File: config.mk
export PLATFORM = sky130hd
export DESIGN_NAME = press_cycle_release_outputs
export DESIGN_NICKNAME = d
export VERILOG_FILES = /design/src/hw/press_cycle_pkg.sv /design/src/hw/press_cycle_release_outputs.sv
export VERILOG_INCLUDE_DIRS = /design/src /design/src/hw
export SDC_FILE = /design/constraint.sdc
export NUM_CORES = 1
export LEC_CHECK = 0
export BUFFER_PORTS_ARGS = -buffer_cell sky130_fd_sc_hd__buf_2
export CAP_MARGIN = 20
export CORE_MARGIN = 1.5
export CORE_UTILIZATION = 40
export DETAILED_ROUTE_END_ITERATION = 8
export MAX_ROUTING_LAYER = met4
export PLACE_DENSITY = 0.6
export SKIP_LAST_GASP = 1
export SLEW_MARGIN = 20
export SYNTH_ARGS = -nofsm -noshare
export SYNTH_HDL_FRONTEND = slang
export SYNTH_SLANG_ARGS = --single-unit
export TNS_END_PERCENT = 1
File: constraint.sdc
create_clock -name hclk -period 7.7 [get_ports hclk]
set_clock_uncertainty 0.05 [all_clocks]
set_input_delay 2.31 -clock hclk [delete_from_list [all_inputs] [get_ports hclk]]
set_output_delay 2.31 -clock hclk [all_outputs]
set_load 0.01 [all_outputs]
File: src/hw/press_cycle_defines.svh
// Constants of the press cyclic-operation release block
`ifndef PRESS_CYCLE_DEFINES_SVH
`define PRESS_CYCLE_DEFINES_SVH
`define PCR_CLK_NS        10
`define PCR_MS_NS         1000000
`define PCR_MS_CYCLES     (`PCR_MS_NS / `PCR_CLK_NS)
`define PCR_MS_PER_S      10'd1000
`define PCR_START_MAX_MS  15'd30000
`define PCR_START_MIN0_MS 15'd1
`define PCR_START_MIN1_MS 15'd100
`define PCR_START_MIN2_MS 15'd350
`define PCR_CYC_MIN0_MS   9'd100
`define PCR_CYC_MIN1_MS   9'd350
`define PCR_OFF_CTRL      8'h00
`define PCR_OFF_CYC_LIM   8'h04
`define PCR_OFF_MUTE_LIM  8'h08
`define PCR_OFF_STATUS    8'h0c
`define PCR_OFF_MASK      8'h10
`define PCR_OFF_STATE     8'h14
`define PCR_CTRL_MODE     1:0
`define PCR_CTRL_SMIN     3:2
`define PCR_CTRL_CMIN     4
`define PCR_CTRL_ERREN    5
`define PCR_CTRL_CNT      11:8
`define PCR_CTRL_RST      32'h0000_0122
`define PCR_CYC_LIM_RST   16'h0000
`define PCR_MUTE_LIM_RST  16'h0000
`define PCR_EV_W          4
`endif

File: src/hw/press_cycle_pkg.sv
// Types of the press cyclic-operation release block
package press_cycle_pkg;
  typedef enum logic [1:0] {ST_START_WAIT, ST_CYCLE_WAIT, ST_RUN} cyc_state_t;
  typedef logic [1:0] ilock_mode_t;
endpackage

File: src/hw/press_cycle_release_outputs.sv
// Press cyclic-operation release, pending and error outputs with AHB-Lite registers
`include "press_cycle_defines.svh"

// Operation
// - Permit high forces restart-pending low; both may be low.
// - Restart-pending holds until a valid start; permit stays low meanwhile.
// - Intervention-pending is high while waiting for a light-curtain cycle.
// - Sequence-timeout rises when a cycle sequence exceeds the configured limit.
// - Intrusion at a disallowed time raises unauthorized-intrusion; acknowledged per mode.
// - Permit lost on main or cycle input raises return-to-top, blocking restart.
// - Enabled summary-fault follows sequence-timeout or unauthorized-intrusion.
// - Either error forces permit low, and summary-fault high when it is enabled.
// - Sequence-timeout clears only on a complete start sequence.
// - Main permit input low drives the press permit low at once.
// - Start pulse high time between configured minimum and 30 s, else ignored.
// - Cycle low time must reach 100 ms or 350 ms to count.
// - Interlock mode 1 none, 2 always, 3 after downstroke or initial stop.
module press_cycle_release_outputs #(
  parameter int MS_CYCLES = `PCR_MS_CYCLES
) (
  input  wire logic                hclk,           // Bus and logic clock
  input  wire logic                hresetn,        // Asynchronous reset, active low
  input  wire logic                ce,             // Logic-cycle enable
  input  wire logic                hsel,           // Slave select
  input  wire logic [31:0]         haddr,          // Byte address
  input  wire logic [1:0]          htrans,         // Transfer type
  input  wire logic                hwrite,         // Write strobe
  input  wire logic [2:0]          hsize,          // Transfer size
  input  wire logic [31:0]         hwdata,         // Write data
  input  wire logic                hready,         // Bus ready
  output logic      [31:0]         hrdata,         // Read data
  output logic                     hreadyout,      // Slave ready
  output logic                     hresp,          // Always OKAY
  input  wire logic                main_permit_in, // Main permit from press monitor
  input  wire logic                cycle_in,       // Light-curtain cycle input
  input  wire logic                top_in,         // Top dead centre
  input  wire logic                start_in,       // Start pushbutton
  input  wire logic                startup_in,     // Startup contact for muting
  input  wire logic                other_start_in, // Start in another mode
  output logic                     permit,         // Press permit
  output logic                     start_req,      // Restart pending
  output logic                     cycle_req,      // Intervention pending
  output logic                     seq_timeout,    // Sequence timeout
  output logic                     intrusion,      // Unauthorized intrusion
  output logic                     top_needed,     // Return to top needed
  output logic                     err_flag,       // Summary fault
  output logic                     irq             // Interrupt, active high
);
  import press_cycle_pkg::*;
  localparam int PW = $clog2(MS_CYCLES + 1);

  // ********************
  // Input synchronisers
  // ********************
  // Third stage keeps the previous synchronised level for edge detection
  logic [5:0] sy1_r, sy2_r, dl_r;
  always_ff @(posedge hclk or negedge hresetn) begin
    if (!hresetn) begin
      sy1_r <= 6'h00;
      sy2_r <= 6'h00;
      dl_r  <= 6'h00;
    end else if (ce) begin
      sy1_r <= {other_start_in, startup_in, start_in, top_in, cycle_in, main_permit_in};
      sy2_r <= sy1_r;
      dl_r  <= sy2_r;
    end
  end
  logic main_s, cyc_s, top_s, st_s, sup_s, oth_s;
  assign {oth_s, sup_s, st_s, top_s, cyc_s, main_s} = sy2_r;
  logic cyc_rise, cyc_fall, st_fall;
  assign cyc_rise = cyc_s & ~dl_r[1];
  assign cyc_fall = ~cyc_s & dl_r[1];
  assign st_fall  = ~st_s & dl_r[3];

  // ********************
  // Registers
  // ********************
  logic [31:0]          ctrl_r;
  logic [15:0]          cyc_lim_r, mute_lim_r;
  logic [`PCR_EV_W-1:0] status_r, mask_r, ev;
  logic                 wr_pend_r;
  logic [7:0]           addr_r;
  ilock_mode_t          mode;
  logic [3:0]           cfg_cnt;
  assign mode    = ctrl_r[`PCR_CTRL_MODE];
  assign cfg_cnt = ctrl_r[`PCR_CTRL_CNT];
  assign hreadyout = 1'b1;
  assign hresp     = 1'b0;

  // ********************
  // Timers
  // ********************
  logic [PW-1:0] pre_r, hi_pre_r, lo_pre_r;
  logic          ms_tick, hi_tick, lo_tick;
  logic [14:0]   hi_ms_r, smin;
  logic [8:0]    lo_ms_r, cmin;
  logic [9:0]    seq_ms_r, mute_ms_r;
  logic [15:0]   seq_s_r, mute_s_r;
  cyc_state_t    state_r;
  assign ms_tick = (pre_r == PW'(MS_CYCLES - 1));
  // Pulse widths are timed from their own edge, so no pulse gains a tick from the free prescaler
  assign hi_tick = (hi_pre_r == PW'(MS_CYCLES - 1));
  assign lo_tick = (lo_pre_r == PW'(MS_CYCLES - 1));
  always_comb begin
    if (ctrl_r[`PCR_CTRL_SMIN] == 2'd0) smin = `PCR_START_MIN0_MS;
    else if (ctrl_r[`PCR_CTRL_SMIN] == 2'd1) smin = `PCR_START_MIN1_MS;
    else smin = `PCR_START_MIN2_MS;
    cmin = ctrl_r[`PCR_CTRL_CMIN] ? `PCR_CYC_MIN1_MS : `PCR_CYC_MIN0_MS;
  end
  always_ff @(posedge hclk or negedge hresetn) begin
    if (!hresetn) begin
      pre_r     <= '0;
      hi_pre_r  <= '0;
      lo_pre_r  <= '0;
      hi_ms_r   <= 15'h0000;
      lo_ms_r   <= 9'h000;
      seq_ms_r  <= 10'h000;
      seq_s_r   <= 16'h0000;
      mute_ms_r <= 10'h000;
      mute_s_r  <= 16'h0000;
    end else if (ce) begin
      pre_r <= ms_tick ? '0 : pre_r + 1'b1;
      if (!st_s) begin
        hi_pre_r <= '0;
        hi_ms_r  <= 15'h0000;
      end else begin
        hi_pre_r <= hi_tick ? '0 : hi_pre_r + 1'b1;
        if (hi_tick && hi_ms_r <= `PCR_START_MAX_MS) hi_ms_r <= hi_ms_r + 15'h0001;
      end
      if (cyc_s) begin
        lo_pre_r <= '0;
        lo_ms_r  <= 9'h000;
      end else begin
        lo_pre_r <= lo_tick ? '0 : lo_pre_r + 1'b1;
        if (lo_tick && lo_ms_r != 9'h1ff) lo_ms_r <= lo_ms_r + 9'h001;
      end
      if (state_r != ST_CYCLE_WAIT) begin
        seq_ms_r <= 10'h000;
        seq_s_r  <= 16'h0000;
      end else if (ms_tick) begin
        seq_ms_r <= (seq_ms_r == `PCR_MS_PER_S - 10'd1) ? 10'h000 : seq_ms_r + 10'h001;
        if (seq_ms_r == `PCR_MS_PER_S - 10'd1 && seq_s_r != 16'hffff) seq_s_r <= seq_s_r + 16'h0001;
      end
      if (!sup_s || top_s) begin
        mute_ms_r <= 10'h000;
        mute_s_r  <= 16'h0000;
      end else if (ms_tick) begin
        mute_ms_r <= (mute_ms_r == `PCR_MS_PER_S - 10'd1) ? 10'h000 : mute_ms_r + 10'h001;
        if (mute_ms_r == `PCR_MS_PER_S - 10'd1 && mute_s_r != 16'hffff) mute_s_r <= mute_s_r + 16'h0001;
      end
    end
  end
  logic start_ok, cyc_ok, mute_act;
  assign start_ok = st_fall && hi_ms_r >= smin && hi_ms_r <= `PCR_START_MAX_MS;
  assign cyc_ok   = cyc_rise && lo_ms_r >= cmin;
  // Startup muting bypasses the cycle input until top is reached or the limit runs out
  assign mute_act = sup_s && !top_s && mute_lim_r != 16'h0000 && mute_s_r < mute_lim_r;

  // ********************
  // Sequence control
  // ********************
  logic [3:0] cnt_r;
  logic       to_r, intr_r, topn_r, permit_r;
  logic       drop, to_set, intr_set, errs, start_acc;
  assign drop     = state_r == ST_RUN && (!main_s || (!cyc_s && !mute_act));
  assign to_set   = state_r == ST_CYCLE_WAIT && cyc_lim_r != 16'h0000 && seq_s_r >= cyc_lim_r;
  assign intr_set = cyc_fall && mute_act && mode == 2'd2;
  assign errs     = to_r || intr_r;
  // A start is complete only when the press may really leave the interlock
  assign start_acc = start_ok && main_s && !topn_r && state_r == ST_START_WAIT;

  always_ff @(posedge hclk or negedge hresetn) begin
    if (!hresetn) begin
      state_r <= ST_START_WAIT;
      cnt_r   <= 4'h0;
    end else if (ce) begin
      // Errors override every state and force a complete start
      if (to_set || intr_set) begin
        state_r <= ST_START_WAIT;
      end else begin
        case (state_r)
          ST_START_WAIT: begin
            if (start_acc) begin
              state_r <= ST_CYCLE_WAIT;
              cnt_r   <= 4'h0;
            end
          end
          ST_CYCLE_WAIT: begin
            if (cyc_ok && !topn_r) begin
              if (cnt_r + 4'h1 >= cfg_cnt) state_r <= ST_RUN;
              else cnt_r <= cnt_r + 4'h1;
            end
          end
          ST_RUN: begin
            if (drop) begin
              if (mode == 2'd2 || (mode == 2'd3 && !top_s)) state_r <= ST_START_WAIT;
              else state_r <= ST_CYCLE_WAIT;
              cnt_r <= 4'h0;
            end
          end
          default: state_r <= ST_START_WAIT;
        endcase
      end
    end
  end

  always_ff @(posedge hclk or negedge hresetn) begin
    if (!hresetn) begin
      to_r   <= 1'b0;
      intr_r <= 1'b0;
      topn_r <= 1'b0;
    end else if (ce) begin
      if (to_set) to_r <= 1'b1;
      else if (start_acc) to_r <= 1'b0;
      if (intr_set) intr_r <= 1'b1;
      else if (mode == 2'd2 ? start_acc : cyc_rise) intr_r <= 1'b0;
      if (drop) topn_r <= 1'b1;
      else if (top_s && !oth_s) topn_r <= 1'b0;
    end
  end

  always_ff @(posedge hclk or negedge hresetn) begin
    if (!hresetn) permit_r <= 1'b0;
    else if (ce) permit_r <= state_r == ST_RUN && main_s && (cyc_s || mute_act) && !topn_r;
  end
  // Main permit gates the output directly, so a stop costs no extra cycle
  assign permit      = permit_r && state_r == ST_RUN && !errs && main_s;
  assign start_req   = state_r == ST_START_WAIT;
  assign cycle_req   = state_r == ST_CYCLE_WAIT;
  assign seq_timeout = to_r;
  assign intrusion   = intr_r;
  assign top_needed  = topn_r;
  assign err_flag    = ctrl_r[`PCR_CTRL_ERREN] && errs;

  // ********************
  // Bus slave and interrupt
  // ********************
  assign ev  = {start_acc, drop, intr_set, to_set};
  assign irq = |(status_r & mask_r);
  always_ff @(posedge hclk or negedge hresetn) begin
    if (!hresetn) begin
      wr_pend_r  <= 1'b0;
      addr_r     <= 8'h00;
      hrdata     <= 32'h0000_0000;
      ctrl_r     <= `PCR_CTRL_RST;
      cyc_lim_r  <= `PCR_CYC_LIM_RST;
      mute_lim_r <= `PCR_MUTE_LIM_RST;
      mask_r     <= '0;
      status_r   <= '0;
    end else if (ce) begin
      wr_pend_r <= hready && hsel && htrans[1] && hwrite;
      addr_r    <= haddr[7:0];
      if (hready && hsel && htrans[1] && !hwrite) begin
        if (haddr[7:0] == `PCR_OFF_CTRL) hrdata <= ctrl_r;
        else if (haddr[7:0] == `PCR_OFF_CYC_LIM) hrdata <= {16'h0000, cyc_lim_r};
        else if (haddr[7:0] == `PCR_OFF_MUTE_LIM) hrdata <= {16'h0000, mute_lim_r};
        else if (haddr[7:0] == `PCR_OFF_STATUS) hrdata <= {28'h0000000, status_r};
        else if (haddr[7:0] == `PCR_OFF_MASK) hrdata <= {28'h0000000, mask_r};
        else if (haddr[7:0] == `PCR_OFF_STATE)
          hrdata <= {24'h000000, irq, err_flag, top_needed, intrusion, seq_timeout, cycle_req, start_req, permit};
        else hrdata <= 32'h0000_0000;
      end
      if (wr_pend_r && addr_r == `PCR_OFF_CTRL) ctrl_r <= {20'h00000, hwdata[11:0]};
      if (wr_pend_r && addr_r == `PCR_OFF_CYC_LIM) cyc_lim_r <= hwdata[15:0];
      if (wr_pend_r && addr_r == `PCR_OFF_MUTE_LIM) mute_lim_r <= hwdata[15:0];
      if (wr_pend_r && addr_r == `PCR_OFF_MASK) mask_r <= hwdata[`PCR_EV_W-1:0];
      // Set wins over a write-one clear in the same cycle
      if (wr_pend_r && addr_r == `PCR_OFF_STATUS) status_r <= (status_r & ~hwdata[`PCR_EV_W-1:0]) | ev;
      else status_r <= status_r | ev;
    end
  end
endmodule

; After elaboration in Yosys (flattened, before gate mapping)
; Cells that the tools add are included.
[classes]
bitwise = 12
magnitude_cmp = 6
eq_ne = 32
n_mux = 50
n_reduce_logical = 85
addsub = 10
[ops]
columns = operator, count
row1 = $mux W16, 9
row2 = $mux W17, 5
row3 = $mux W10, 6
row4 = $add A17 B1 Y17 const B, 3
row5 = $eq A17 B17 Y1 const B, 3
row6 = $mux W15, 3
row7 = $logic_and A1 B1 Y1, 38
row8 = $mux W9, 4
row9 = $add A16 B1 Y16 const B, 2
row10 = $eq A8 B4 Y1 const B, 4
row11 = $ne A16 B16 Y1 const B, 2
row12 = $reduce_bool A16 Y1, 2
row13 = $eq A8 B5 Y1 const B, 3
row14 = $mux W8, 3
row15 = $reduce_and A2 Y1, 12
row16 = $add A10 B1 Y10 const B, 2
row17 = $eq A10 B10 Y1 const B, 2
row18 = $mux W4, 5
row19 = $eq A8 B3 Y1 const B, 2
row20 = $ge A16 B16 Y1, 1
row21 = $logic_not A8 Y1, 2
row22 = $lt A16 B16 Y1, 1
row23 = $reduce_bool A2 Y1, 8
row24 = $add A15 B1 Y15 const B, 1
row25 = 30 further kinds, 72
[word_totals]
word_cells = 221
register_bits = 246
out_inout_bits = 42

; Logic depth before layout (Yosys ltp)
; Gate-level depths: netlist of run 1.
[depth]
depth_word = 12
mapped_depth = 11

; Least setup slack after synthesis of run 1
; Ideal clock, no wire load.
[synth_path]
path_kind = in2reg
from = input port ce
to = register seq_s_r[9]
path_slack_ns = 3.668
t_arrival_ns = 3.850
path_buffers = 1
required_time_ns = 7.518
cell_stages = 8
cell_sequence = clkbuf_1 -> nand2_1 -> nor2_1 -> a21oi_2 -> nor4_4 -> nand3_1 -> xor2_1 -> nor2_1
[synth_via]
elab_chain_cells = 1
[synth_lines]
columns = item, line
row1 = start: declaration, press_cycle_release_outputs.sv:23  ; input wire logic ce,
row2 = $reduce_and A3 Y1 (no line), -
row3 = end signal: assignment, press_cycle_release_outputs.sv:142  ; if (seq_ms_r == `PCR_MS_PER_S - 10'd1 && seq_s_r != 16'hffff) seq_s_r <= seq_s_r + 16'h0001;
row4 = end: declaration, press_cycle_release_outputs.sv:98  ; logic [15:0] seq_s_r, mute_s_r;
; No other way between the ends.
; A chain may end at the register's enable or synchronous reset.

; Worst setup path in the final report of run 1
[layout_path]
from = register state_r[1]
to = output port cycle_req
[layout_via]
elab_chain_cells = 1
[layout_lines]
columns = item, line
row1 = start: declaration, press_cycle_release_outputs.sv:99  ; cyc_state_t state_r;
row2 = start signal: assignment, press_cycle_release_outputs.sv:174  ; state_r <= ST_START_WAIT;
row3 = start signal: assignment, press_cycle_release_outputs.sv:179  ; state_r <= ST_START_WAIT;
row4 = start signal: assignment, press_cycle_release_outputs.sv:184  ; state_r <= ST_CYCLE_WAIT;
row5 = $eq A2 B1 Y1, press_cycle_release_outputs.sv:229  ; assign cycle_req = state_r == ST_CYCLE_WAIT;
row6 = end: declaration, press_cycle_release_outputs.sv:42  ; output logic cycle_req,
; No other way between the ends.

==> impl_summary.txt, run 1 <==
----------------------------------------------------
[Power and ir drop]
  Fraction of power consumed by combinational cells ... 0.124
  Maximum vdd ir drop ... between 0.0001 and 0.00015 V
  Sw frac ... 0.271
  Sequential share of power ... 0.459
  Leakage Power ... 0.00640 uW
  Power dissipated by switching net loads ... 805 uW
  Internal power summed over all cells ... approximately 2200 uW
  Power density of the placed cells ... 212 mW/mm^2
  Clock power share ... 0.418
  Final Power ... 2970 uW

[Timing]
  Tightest Pin Transition ... 1.05 ns
  Final setup violation count ... 0
  Slew margin rel. ... 0.294
  Setup repair after global routing missed its margin ... false
  Number of pins with negative max-slew slack in the final report ... 0
  Setup_tns ... 0 ns
  Top achievable clock speed ... 0.218 GHz
  Time the final worst path needs with I/O delays and setup ... 4.59 ns
  Number of hold violations in the final report ... 0
  Portion of the clock cycle consumed by the worst path in the final layout ... 0.596

[GRT]
  Antenna violations before repair ... 0
  Largest net degree at the start of global routing ... between 100 and 150
  Global-route wire length before repair ... 48.9 mm
  Overall global routing resource usage ... 0.186
  Via count of the first global-routing pass ... approximately 9300
  Overflow after GRT ... 0

[Drt]
  Number of DRC violations after detailed routing ... 0
  Total Routed Length ... 29.1 mm
  DRC marker count from the first detailed-route iteration ... 540
  Via count of the routed design ... slightly below 10000
  Average via count per standard cell ... 5.38
  Antenna-violating nets left ... 0
  Mean routed wirelength per cell ... 16.2 um
  Detailed Routing Iterations Pass 1 ... 5

[Yosys]
  Fraction of synthesized cell area taken by the top area cell type ... 0.447
  Portion of the post-synthesis area used by sequential elements ... 0.453
  Post-synth top area cell ... dfrtp_1
  Fraction of synthesis flops using an asynchronous set or reset pin ... 1.00
  Synthesized cell area ... 0.0126 sq mm
  Yosys warning total ... 0
  Most frequently used flop master after synthesis ... dfrtp_1
  Post-synthesis register bit count ... roughly 230
  Number of enable flip-flop cells after synthesis ... 0
  Gate count of the mapped netlist ... ~1300
  Mean area per synthesized cell ... around 9.4 sq um
  Top cells by area in the synthesized netlist ... dfrtp_1 (45%), ha_1 (5.7%), nand2_1 (5.0%), o21ai_0 (4.7%), nor2_1 (3.5%)
  Number of distinct library cell variants in the gate-level netlist after synthesis ... 74

[Placement]
  Final HPWL DP ... 20.4 mm
  Post-DP Area ... roughly 0.013 sq mm
  Final Wtd Congestion ... ~0.84
  Number of placed instances with taps included ... ~1700
  Input/output buffers ... 60

[Clock network]
  CTS sink cnt ... 228
  CTS HTree Levels ... 1
  Clock edge transition at the registers on the reported setup and hold paths ... 0.06 ns
  Clock Latency Late Sink ... approximately 0.53 ns
  CTS tree ... yes
  Hold buffers post-CTS ... 0
  Postcts setup bufs ... 0
  Clock Tree Buf Depth ... 3
  Number of gates resized after cts ... 0
  Number of CTS-inserted buffers ... 26
  Clk root buf ... clkbuf_16

[Hold path]
  Critical hold path startpoint ... hrdata[3]$_DFFE_PN0P_
  Worst hold path class ... flip-flop to flip-flop

[Cells and area]
  Share of post-route cells with drive strength above 1 ... 0.123
  Inserted Diodes ... 0
  # nets final ... about 1500
  Filler-free cell count of the finished design ... roughly 1800
  Area growth syn-to-layout ... 11.3%
  Final instance area ... 0.0140 sq mm
  Share of the core filled with cells in the final layout ... 0.455

[Die]
  Horizontal die dimension ... 180 um
  Area of the core region ... approximately 0.03 sq mm
  DIE HEIGHT ... 180 um
  Die area ... 0.0326 sq mm
  Effective utilization at floorplan ... 0.409
  Num rows ... 64
  I/O pin cnt ... 123

[Critical path]
  Dominant delay contributor by cell family on the critical path ... buffers and inverters
  WP data arrival ... between 2 and 2.5 ns
  Series of cell instances along the critical path ... nand2b_1, inv_1, buf_2
  Crit path launch ... state_r[1]$_DFFE_PN0P_
  Element type at the critical path start ... flip-flop
  RR Startpoint ... pre_r[13]$_DFFE_PN0P_
  Crit path largest cell delay ... 0.53 ns
  Bufs and invs on worst path ... 2
  Kind of end point of the critical path ... output port
  CP Data Required Time ... 5.34 ns
  Crit path kind ... flip-flop to output port
  Worst-path cell with the longest stage delay ... nand2b_1
  Largest fanout on the critical path ... 8

[Run]
  Max Cap Violations ... 0

[Status]
  Result of the run ... completed

----------------------------------------------------
## Yosys cell counts, types with 7 or more instances
library cell and n:
and4_1 7, inv_1 77, buf_4 19, xor2_1 32, nand2_1 169, clkbuf_1 46
and2_1 9, xnor2_1 35, or3_1 9, a21oi_1 31, nor4_1 20, ha_1 57
a31oi_1 11, a221oi_1 8, mux2i_1 19, nor3b_1 7, nor2b_1 7, nor3_1 25
and3_1 22, nor2_1 119, dfrtp_1 225, o22ai_1 9, o31ai_1 20, nand3_1 49
a22o_1 9, mux2_2 37, nand2b_1 19, o21ai_0 119, nand4_1 24
## power by group through the flow
stage	clock network [uW]	registers (uW)	logic, uW
6_report	1240	1360	367
5_1_grt	1330	1380	424
4_1_cts	1270	1360	374
3_5_place_dp	0	1380	373
3_3_place_gp	0	1380	365
2_1_floorplan	0	1360	264
## sequential cells by signal, summed over array words and instances, names as in the netlist, 15 cells and up
signal / flops
hi_pre_r: 17
lo_pre_r: 17
pre_r: 17
cyc_lim_r: 16
hrdata: 16
mute_lim_r: 16
mute_s_r: 16
seq_s_r: 16
hi_ms_r: 15
## metal layers
metal | vias to the layer above | track usage | part of all wire
met5 | - | - | 0
met4 | 0 | 0.0380 | 0.012
met3 | 26 | 0.0212 | 0.037
met2 | 176 | 0.302 | 0.46
met1 | 4663 | 0.253 | 0.49
li1 | 4789 | - | -
## placed cells by master (no fill, tap or decap), drive strengths merged, types with 11 or more instances in the layout
master    n
nand3    49
and3     22
ha       57
o31ai    20
nor2    119
nand4    24
inv      77
buf      67
nor3     28
nand2   169
nor4     29
a31oi    11
xor2     32
conb     18
a21oi    32
clkbuf   42
o21ai   120
mux2i    19
mux2     38
nand2b   19
dfrtp   225
xnor2    35
## tightest hold or removal path, delay by kind of cell (launching register included)
kind               cells  cell delay, ns
and+or+nand+nor        1            0.05
DFF                    1            0.33
AOI/OAI and AO/OA      1            0.05
## metrics by stage
stage	setup WS, ns	hold slack [ns]
3_5_place_dp	2.61	0.412
5_1_grt	2.92	0.441
3_3_place_gp	2.62	0.410
2_1_floorplan	3.67	0.387
4_1_cts	3.07	0.423
6_report	3.11	0.418
## final timing paths
| path | to | slack (ns) | depth (start not counted) |
|---|---|---|---|
| worst min register to register | hrdata[3]$_DFFE_PN0P_ | 0.42 | 2 |
| worst max-delay path | cycle_req | 3.11 | 3 |
| worst max register to register | mute_s_r[14]$_DFFE_PN0P_ | 4.59 | 6 |
| worst min-delay path | hrdata[3]$_DFFE_PN0P_ | 0.42 | 2 |
| max in group asynchronous | cyc_lim_r[14]$_DFFE_PN0P_ | 4.46 | 2 |
| min in group asynchronous | lo_pre_r[15]$_DFFE_PN0P_ | 1.78 | 1 |
## cell families (layout without fill, tap and decap cells)
kind of cell	Yosys count	after routing	synth area share
adder cells (fa/ha/maj)	57	57	0.0566
buffers and inverters	153	192	0.0535
multiplexers	59	59	0.0526
other	2	18	0.000596
flip-flops	228	228	0.453
XOR/XNOR	67	67	0.0466
AO/OA/AOI/OAI	254	254	0.126
AND/OR/NAND/NOR	524	524	0.211
## cell type report
type                            count  area [sq um]
Timing Repair Buffer               67           369
Fill cell                        2938         16800
Sequential cell                   228          5710
Tap cell                          396           495
Clock buffer                       42           771
Inverter                           77           289
Clock inverter                      6          93.8
Multi-Input combinational cell    979          6290
Power figures use the tool's default switching activity.
==> run 2, diff against run 1 <==
Clock period 7.7 ns to 4.6 ns, I/O delays scaled along.
==> run 2 against run 1 <==
Against the previous run: sequential cell count is the same; wire length grew 1.2%; clock power grew 85%; critical path depth grew 2; final cell count grew 0.67%; first-iteration DRC count grew 7.0%; total power grew 75%; hold slack lost 0.0015 ns; setup slack lost 2.2 ns; design area grew 1.2%; sequential power grew 68%; largest cell class unchanged.
==> impl_summary.txt, run 2 (synthesized netlist as in run 1, its figures left out) <==
----------------------------------------------------
[Cells and area]
  Inserted Diodes ... 0
  Filler-free cell count of the finished design ... approximately 1800
  Area growth syn-to-layout ... 12.7%
  Largest regs ... hi_pre_r x17, lo_pre_r x17, pre_r x17
  Number of inserted filler cells in the final layout ... 2899
  Share of post-route cells with drive strength above 1 ... 0.135
  # nets final ... 1527
  Highest-count cells in the layout ignoring fill and taps ... dfrtp_1 (225), nand2_1 (169), o21ai_0 (119)
  Commonest non-fill, non-tap cell in the layout ... dfrtp_1

[Timing]
  Final worst hold slack ... about 0.42 ns
  Number of hold violations in the final report ... 0
  Time the final worst path needs with I/O delays and setup ... 3.68 ns
  Portion of the clock cycle consumed by the worst path in the final layout ... 0.801
  Setup repair after global routing missed its margin ... false
  Final setup violation count ... 0
  Number of pins with negative max-slew slack in the final report ... 0
  Top achievable clock speed ... 0.272 GHz
  Tightest Pin Transition ... 0.933 ns
  Setup_tns ... 0 ns
  Slew margin rel. ... 0.375

[Status]
  Result of the run ... completed

[Clock network]
  Number of CTS-inserted buffers ... 28
  Clock Latency Late Sink ... 0.54 ns
  CTS sink cnt ... 228
  CTS HTree Levels ... 1
  Clk root buf ... clkbuf_16
  Postcts setup bufs ... 0
  Hold buffers post-CTS ... 0
  Number of gates resized after cts ... 0
  Clock edge transition at the registers on the reported setup and hold paths ... 0.06 ns
  Clock Tree Buf Depth ... 3
  CTS tree ... yes

[Power and ir drop]
  Internal power summed over all cells ... 3800 uW
  Maximum vdd ir drop ... 0.000257 V
  Sw frac ... 0.270
  Clock power share ... 0.441
  Power density of the placed cells ... roughly 370 mW/mm^2
  Leakage Power ... 0.00650 uW
  Power dissipated by switching net loads ... 1400 uW
  Fraction of power consumed by combinational cells ... 0.120
  Sequential share of power ... 0.439

[GRT]
  Via count of the first global-routing pass ... approximately 9500
  Overflow after GRT ... 0
  Global-route wire length before repair ... 49.5 mm
  Overall global routing resource usage ... 0.189
  Largest net degree at the start of global routing ... 88
  Antenna violations before repair ... 0

[Drt]
  Via count of the routed design ... 9747
  Average via count per standard cell ... 5.39
  Number of DRC violations after detailed routing ... 0
  Antenna-violating nets left ... 0
  Total Routed Length ... 29.4 mm
  Mean routed wirelength per cell ... 16.3 um
  Detailed Routing Iterations Pass 1 ... 5
  DRC marker count from the first detailed-route iteration ... 578

[Critical path]
  Element type at the critical path start ... flip-flop
  Kind of end point of the critical path ... output port
  Worst-path cell with the longest stage delay ... nor4b_1
  Series of cell instances along the critical path ... inv_1, nor2_1, nand2_1, nor4b_1, buf_2
  WP data arrival ... 2.25 ns
  Crit path largest cell delay ... roughly 0.65 ns
  Crit path kind ... flip-flop to output port
  Number of cells traversed by the worst register-to-register path ... 9
  CP Data Required Time ... 3.17 ns
  Largest fanout on the critical path ... 8

[Die]
  Effective utilization at floorplan ... 0.409
  I/O pin cnt ... 123
  Die area ... 0.0326 sq mm
  DIE HEIGHT ... between 150 and 200 um
  Area of the core region ... 0.0308 sq mm
  Horizontal die dimension ... between 150 and 200 um
  Num rows ... 64

[Hold path]
  Worst hold path class ... flip-flop to flip-flop
  Worst hold path cell count ... 1

[Placement]
  Final HPWL DP ... around 21 mm
  Number of placed instances with taps included ... 1755
  Final Wtd Congestion ... 0.824
  Input/output buffers ... 60

[Run]
  Max Cap Violations ... 0

----------------------------------------------------
## run 2: cell count changes in the layout (fill, tap and decap cells not counted), moves of 2 or more
| cell | before | now |
|---|---|---|
| clkbuf_1 | 10 | 3 |
| clkbuf_16 | 26 | 29 |
| clkinvlp_4 | 1 | 3 |
| buf_4 | 7 | 15 |
| bufinv_16 | 2 | 4 |
| clkbuf_8 | 6 | 3 |
| clkinv_2 | 2 | 9 |
## run 2: per-layer routing
metal  up-vias  share of wire  GRT usage
li1       4805              -          -
met1      4734           0.49      0.257
met2       177           0.46      0.302
met3        31          0.039     0.0261
met4         0          0.018     0.0417
met5         -              0          -
## run 2: worst max-delay path: cells and delay by family (launching register included)
family | cells | cell delay, ns
flops | 1 | 0.49
simple gates | 3 | 0.89
buf+inv | 2 | 0.34
## run 2: power by group through the flow
stage / clock, uW / sequential (uW) / combinational (uW)
floorplan: 0 / 2280 / 442
global placement: 0 / 2310 / 620
detailed placement: 0 / 2320 / 632
CTS: 2350 / 2280 / 635
global route: 2440 / 2300 / 722
finish: 2290 / 2280 / 626
## run 2: stage by stage
step           worst slack, ns  area (sq um)   util  power [uW]
2_1_floorplan             1.50         12700      -        2720
3_3_place_gp             0.984         13200  0.429        2930
3_5_place_dp             0.993         13200  0.429        2950
4_1_cts                  0.936         14200  0.460        5270
5_1_grt                  0.828         14200  0.460        5470
6_report                 0.917         14200  0.460        5200
## run 2: worst paths after layout
check                                            from                 endpoint  slack, ns
setup / recovery               state_r[1]$_DFFE_PN0P_                   permit       0.92
hold / removal                seq_ms_r[9]$_DFFE_PN0P_  seq_ms_r[9]$_DFFE_PN0P_       0.42
setup reg to reg           mute_lim_r[11]$_DFFE_PN0P_     cnt_r[0]$_DFFE_PN0P_       1.49
hold reg to reg               seq_ms_r[9]$_DFFE_PN0P_  seq_ms_r[9]$_DFFE_PN0P_       0.42
max in group asynchronous                     hresetn   seq_s_r[7]$_DFFE_PN0P_       2.67
min in group asynchronous                     hresetn  hi_pre_r[9]$_DFFE_PN0P_       0.82
## run 2: cell type report
type | count | area (sq um) | share of cell area
multi-input cells | 979 | 6290 | 0.443
flip-flops and latches | 228 | 5710 | 0.402
clock inverters | 17 | 196 | 0.0138
repair buffers | 75 | 438 | 0.0309
inverters | 77 | 289 | 0.0204
well taps | 396 | 495 | 0.0349
clock buffers | 35 | 778 | 0.0548
==> run 3, diff against run 2 <==
Settings changed: PLACE_DENSITY 0.6 to 0.62.
Clock period 4.6 ns to 3.1 ns, I/O delays scaled along.
==> run 3 against run 2 <==
Against the previous run: largest cell class unchanged; register-to-register slack worse by 1.3 ns; sequential power is 48% higher; clock power is 29% higher; sequential cell count stayed put; via count is 1.4% higher.
==> impl_summary.txt, run 3 (synthesized netlist as in run 1, its figures left out) <==
----------------------------------------------------
[Timing]
  Number of hold violations in the final report ... 0
  Portion of the clock cycle consumed by the worst path in the final layout ... 0.952
  Slew margin rel. ... 0.470
  Tightest Pin Transition ... between 0.7 and 0.8 ns
  Setup repair after global routing missed its margin ... true
  Top achievable clock speed ... 0.339 GHz
  Number of pins with negative max-slew slack in the final report ... 0
  Final setup violation count ... 0
  Time the final worst path needs with I/O delays and setup ... 2.95 ns
  Final worst-path setup slack ... between 0.1 and 0.15 ns

[GRT]
  Global-route wire length before repair ... approximately 50 mm
  Overall global routing resource usage ... 0.193
  Via count of the first global-routing pass ... 9872
  Overflow after GRT ... 0
  Largest net degree at the start of global routing ... 73
  Antenna violations before repair ... 0

[Power and ir drop]
  Power density of the placed cells ... 512 mW/mm^2
  Maximum vdd ir drop ... 0.000289 V
  Leakage Power ... approximately 0.0066 uW

[Cells and area]
  Number of inserted filler cells in the final layout ... 2941
  Share of the core filled with cells in the final layout ... 0.463
  Share of post-route cells with drive strength above 1 ... 0.145
  Total area of multi-input combinational cells ... ~0.0063 sq mm
  Register area ... 0.00571 sq mm
  Area growth syn-to-layout ... 13.3%
  # nets final ... ~1600
  Commonest non-fill, non-tap cell in the layout ... dfrtp_1
  Largest regs ... hi_pre_r x17, lo_pre_r x17, pre_r x17
  Inserted Diodes ... 0
  Highest-count cells in the layout ignoring fill and taps ... dfrtp_1 (225), nand2_1 (169), o21ai_0 (119)

[Critical path]
  WP data arrival ... 3.31 ns
  Crit path largest cell delay ... 0.42 ns
  Crit path kind ... flip-flop to flip-flop
  Element type at the critical path start ... flip-flop
  Largest fanout on the critical path ... 4
  Kind of end point of the critical path ... flip-flop
  Series of cell instances along the critical path ... inv_1, ha_1, nand4_1, nor4_1, a32oi_1, a31oi_1, nor2_1, and4bb_1, mux2_1
  Worst-path cell with the longest stage delay ... and4bb_1
  CP Data Required Time ... 3.46 ns

[Placement]
  Final HPWL DP ... 21.7 mm
  Input/output buffers ... 60
  Final Wtd Congestion ... 0.860
  Post-Place Setup Slack ... 0.167 ns

[Clock network]
  CTS sink cnt ... 228
  Number of CTS-inserted buffers ... 27
  Clock edge transition at the registers on the reported setup and hold paths ... ~0.06 ns
  CTS tree ... yes
  Clock Latency Late Sink ... 0.53 ns
  CTS HTree Levels ... 1
  Clock Tree Buf Depth ... 3
  Clk root buf ... clkbuf_16
  Postcts setup bufs ... 0

[Drt]
  Via count of the routed design ... 9881
  Number of DRC violations after detailed routing ... 0
  DRC marker count from the first detailed-route iteration ... 578
  Antenna-violating nets left ... 0
  Detailed Routing Iterations Pass 1 ... 5
  Mean routed wirelength per cell ... 16.4 um
  Total Routed Length ... 29.9 mm
  Average via count per standard cell ... 5.41

[Hold path]
  Worst hold path class ... input pin to asynchronous set/reset pin

[Die]
  Area of the core region ... 0.0308 sq mm
  Die area ... roughly 0.033 sq mm
  I/O pin cnt ... 123
  Num rows ... 64
  DIE HEIGHT ... 180 um
  Effective utilization at floorplan ... 0.409
  Horizontal die dimension ... 180 um

[Run]
  Max Cap Violations ... 0

[Status]
  Result of the run ... completed

----------------------------------------------------
run 3: cell count changes in the layout (fill, tap and decap cells not counted):
cell and change:
buf_4 +22, clkinv_4 -1, clkbuf_8 +4, nor4b_1 -1, clkbuf_16 -2, clkinvlp_4 -2
buf_12 +3, nor4b_2 +1, clkinv_2 -5, bufinv_16 -4, clkbuf_1 +3
run 3: path summary, 6_finish.rpt:
path	slack, ns	cells after the start	startpoint	endpoint
min in group hclk	0.42	2	hrdata[3]$_DFFE_PN0P_	hrdata[3]$_DFFE_PN0P_
max in group asynchronous	1.91	2	hresetn	ctrl_r[1]$_DFFE_PN1P_
worst min register to register	0.42	2	hrdata[3]$_DFFE_PN0P_	hrdata[3]$_DFFE_PN0P_
worst max-delay path	0.15	9	mute_lim_r[14]$_DFFE_PN0P_	cnt_r[0]$_DFFE_PN0P_
worst min-delay path	0.32	1	hresetn	pre_r[12]$_DFFE_PN0P_
worst max register to register	0.15	9	mute_lim_r[14]$_DFFE_PN0P_	cnt_r[0]$_DFFE_PN0P_
run 3: through the flow:
| step | hold slack [ns] | instances | instance area, sq um | setup TNS, ns | power, uW |
|---|---|---|---|---|---|
| finish | 0.320 | 1825 | 14300 | 0 | 7300 |
| global route | 0.367 | 1825 | 14300 | -0.00252 | 7680 |
| CTS | 0.331 | 1825 | 14300 | 0 | 7400 |
| detailed placement | 0.411 | 1780 | 13400 | 0 | 4400 |
| global placement | 0.406 | 1780 | 13400 | 0 | 4360 |
| floorplan | 0.387 | 1360 | 12700 | 0 | 4030 |
run 3: cell type report:
class,count,area share
inverter,77,0.0203
clock buffer,40,0.0557
sequential,228,0.400
timing repair buffer,100,0.0465
tap,396,0.0347
multi-input combinational,979,0.441
clock inverter,5,0.00193
run 3: timing repair:
item                       in CTS  in global routing
resized for setup               0                  1
setup endpoints to repair       0                  2
hold endpoints to repair        0                  0
hold buffers                    0                  0
run 3: where the power goes:
| group | internal [uW] | switching (uW) |
|---|---|---|
| logic | 386 | 573 |
| clock network | 1750 | 1220 |
| registers | 3180 | 204 |
| total | 5310 | 1990 |
run 3: critical path, delay by kind of cell (launching register included):
family,cells,cell delay (ns)
AO/OA/AOI/OAI,2,0.54
adder cells (fa/ha/maj),1,0.30
buffers and inverters,1,0.10
flip-flops,1,0.40
multiplexers,1,0.35
AND/OR/NAND/NOR,4,1.10
run 3: layer usage:
layer,track usage,share of wire,up-vias
met5,-,0,-
met4,0.0652,0.028,0
met3,0.0257,0.037,49
met1,0.253,0.47,4806
li1,-,-,4844
met2,0.309,0.46,182
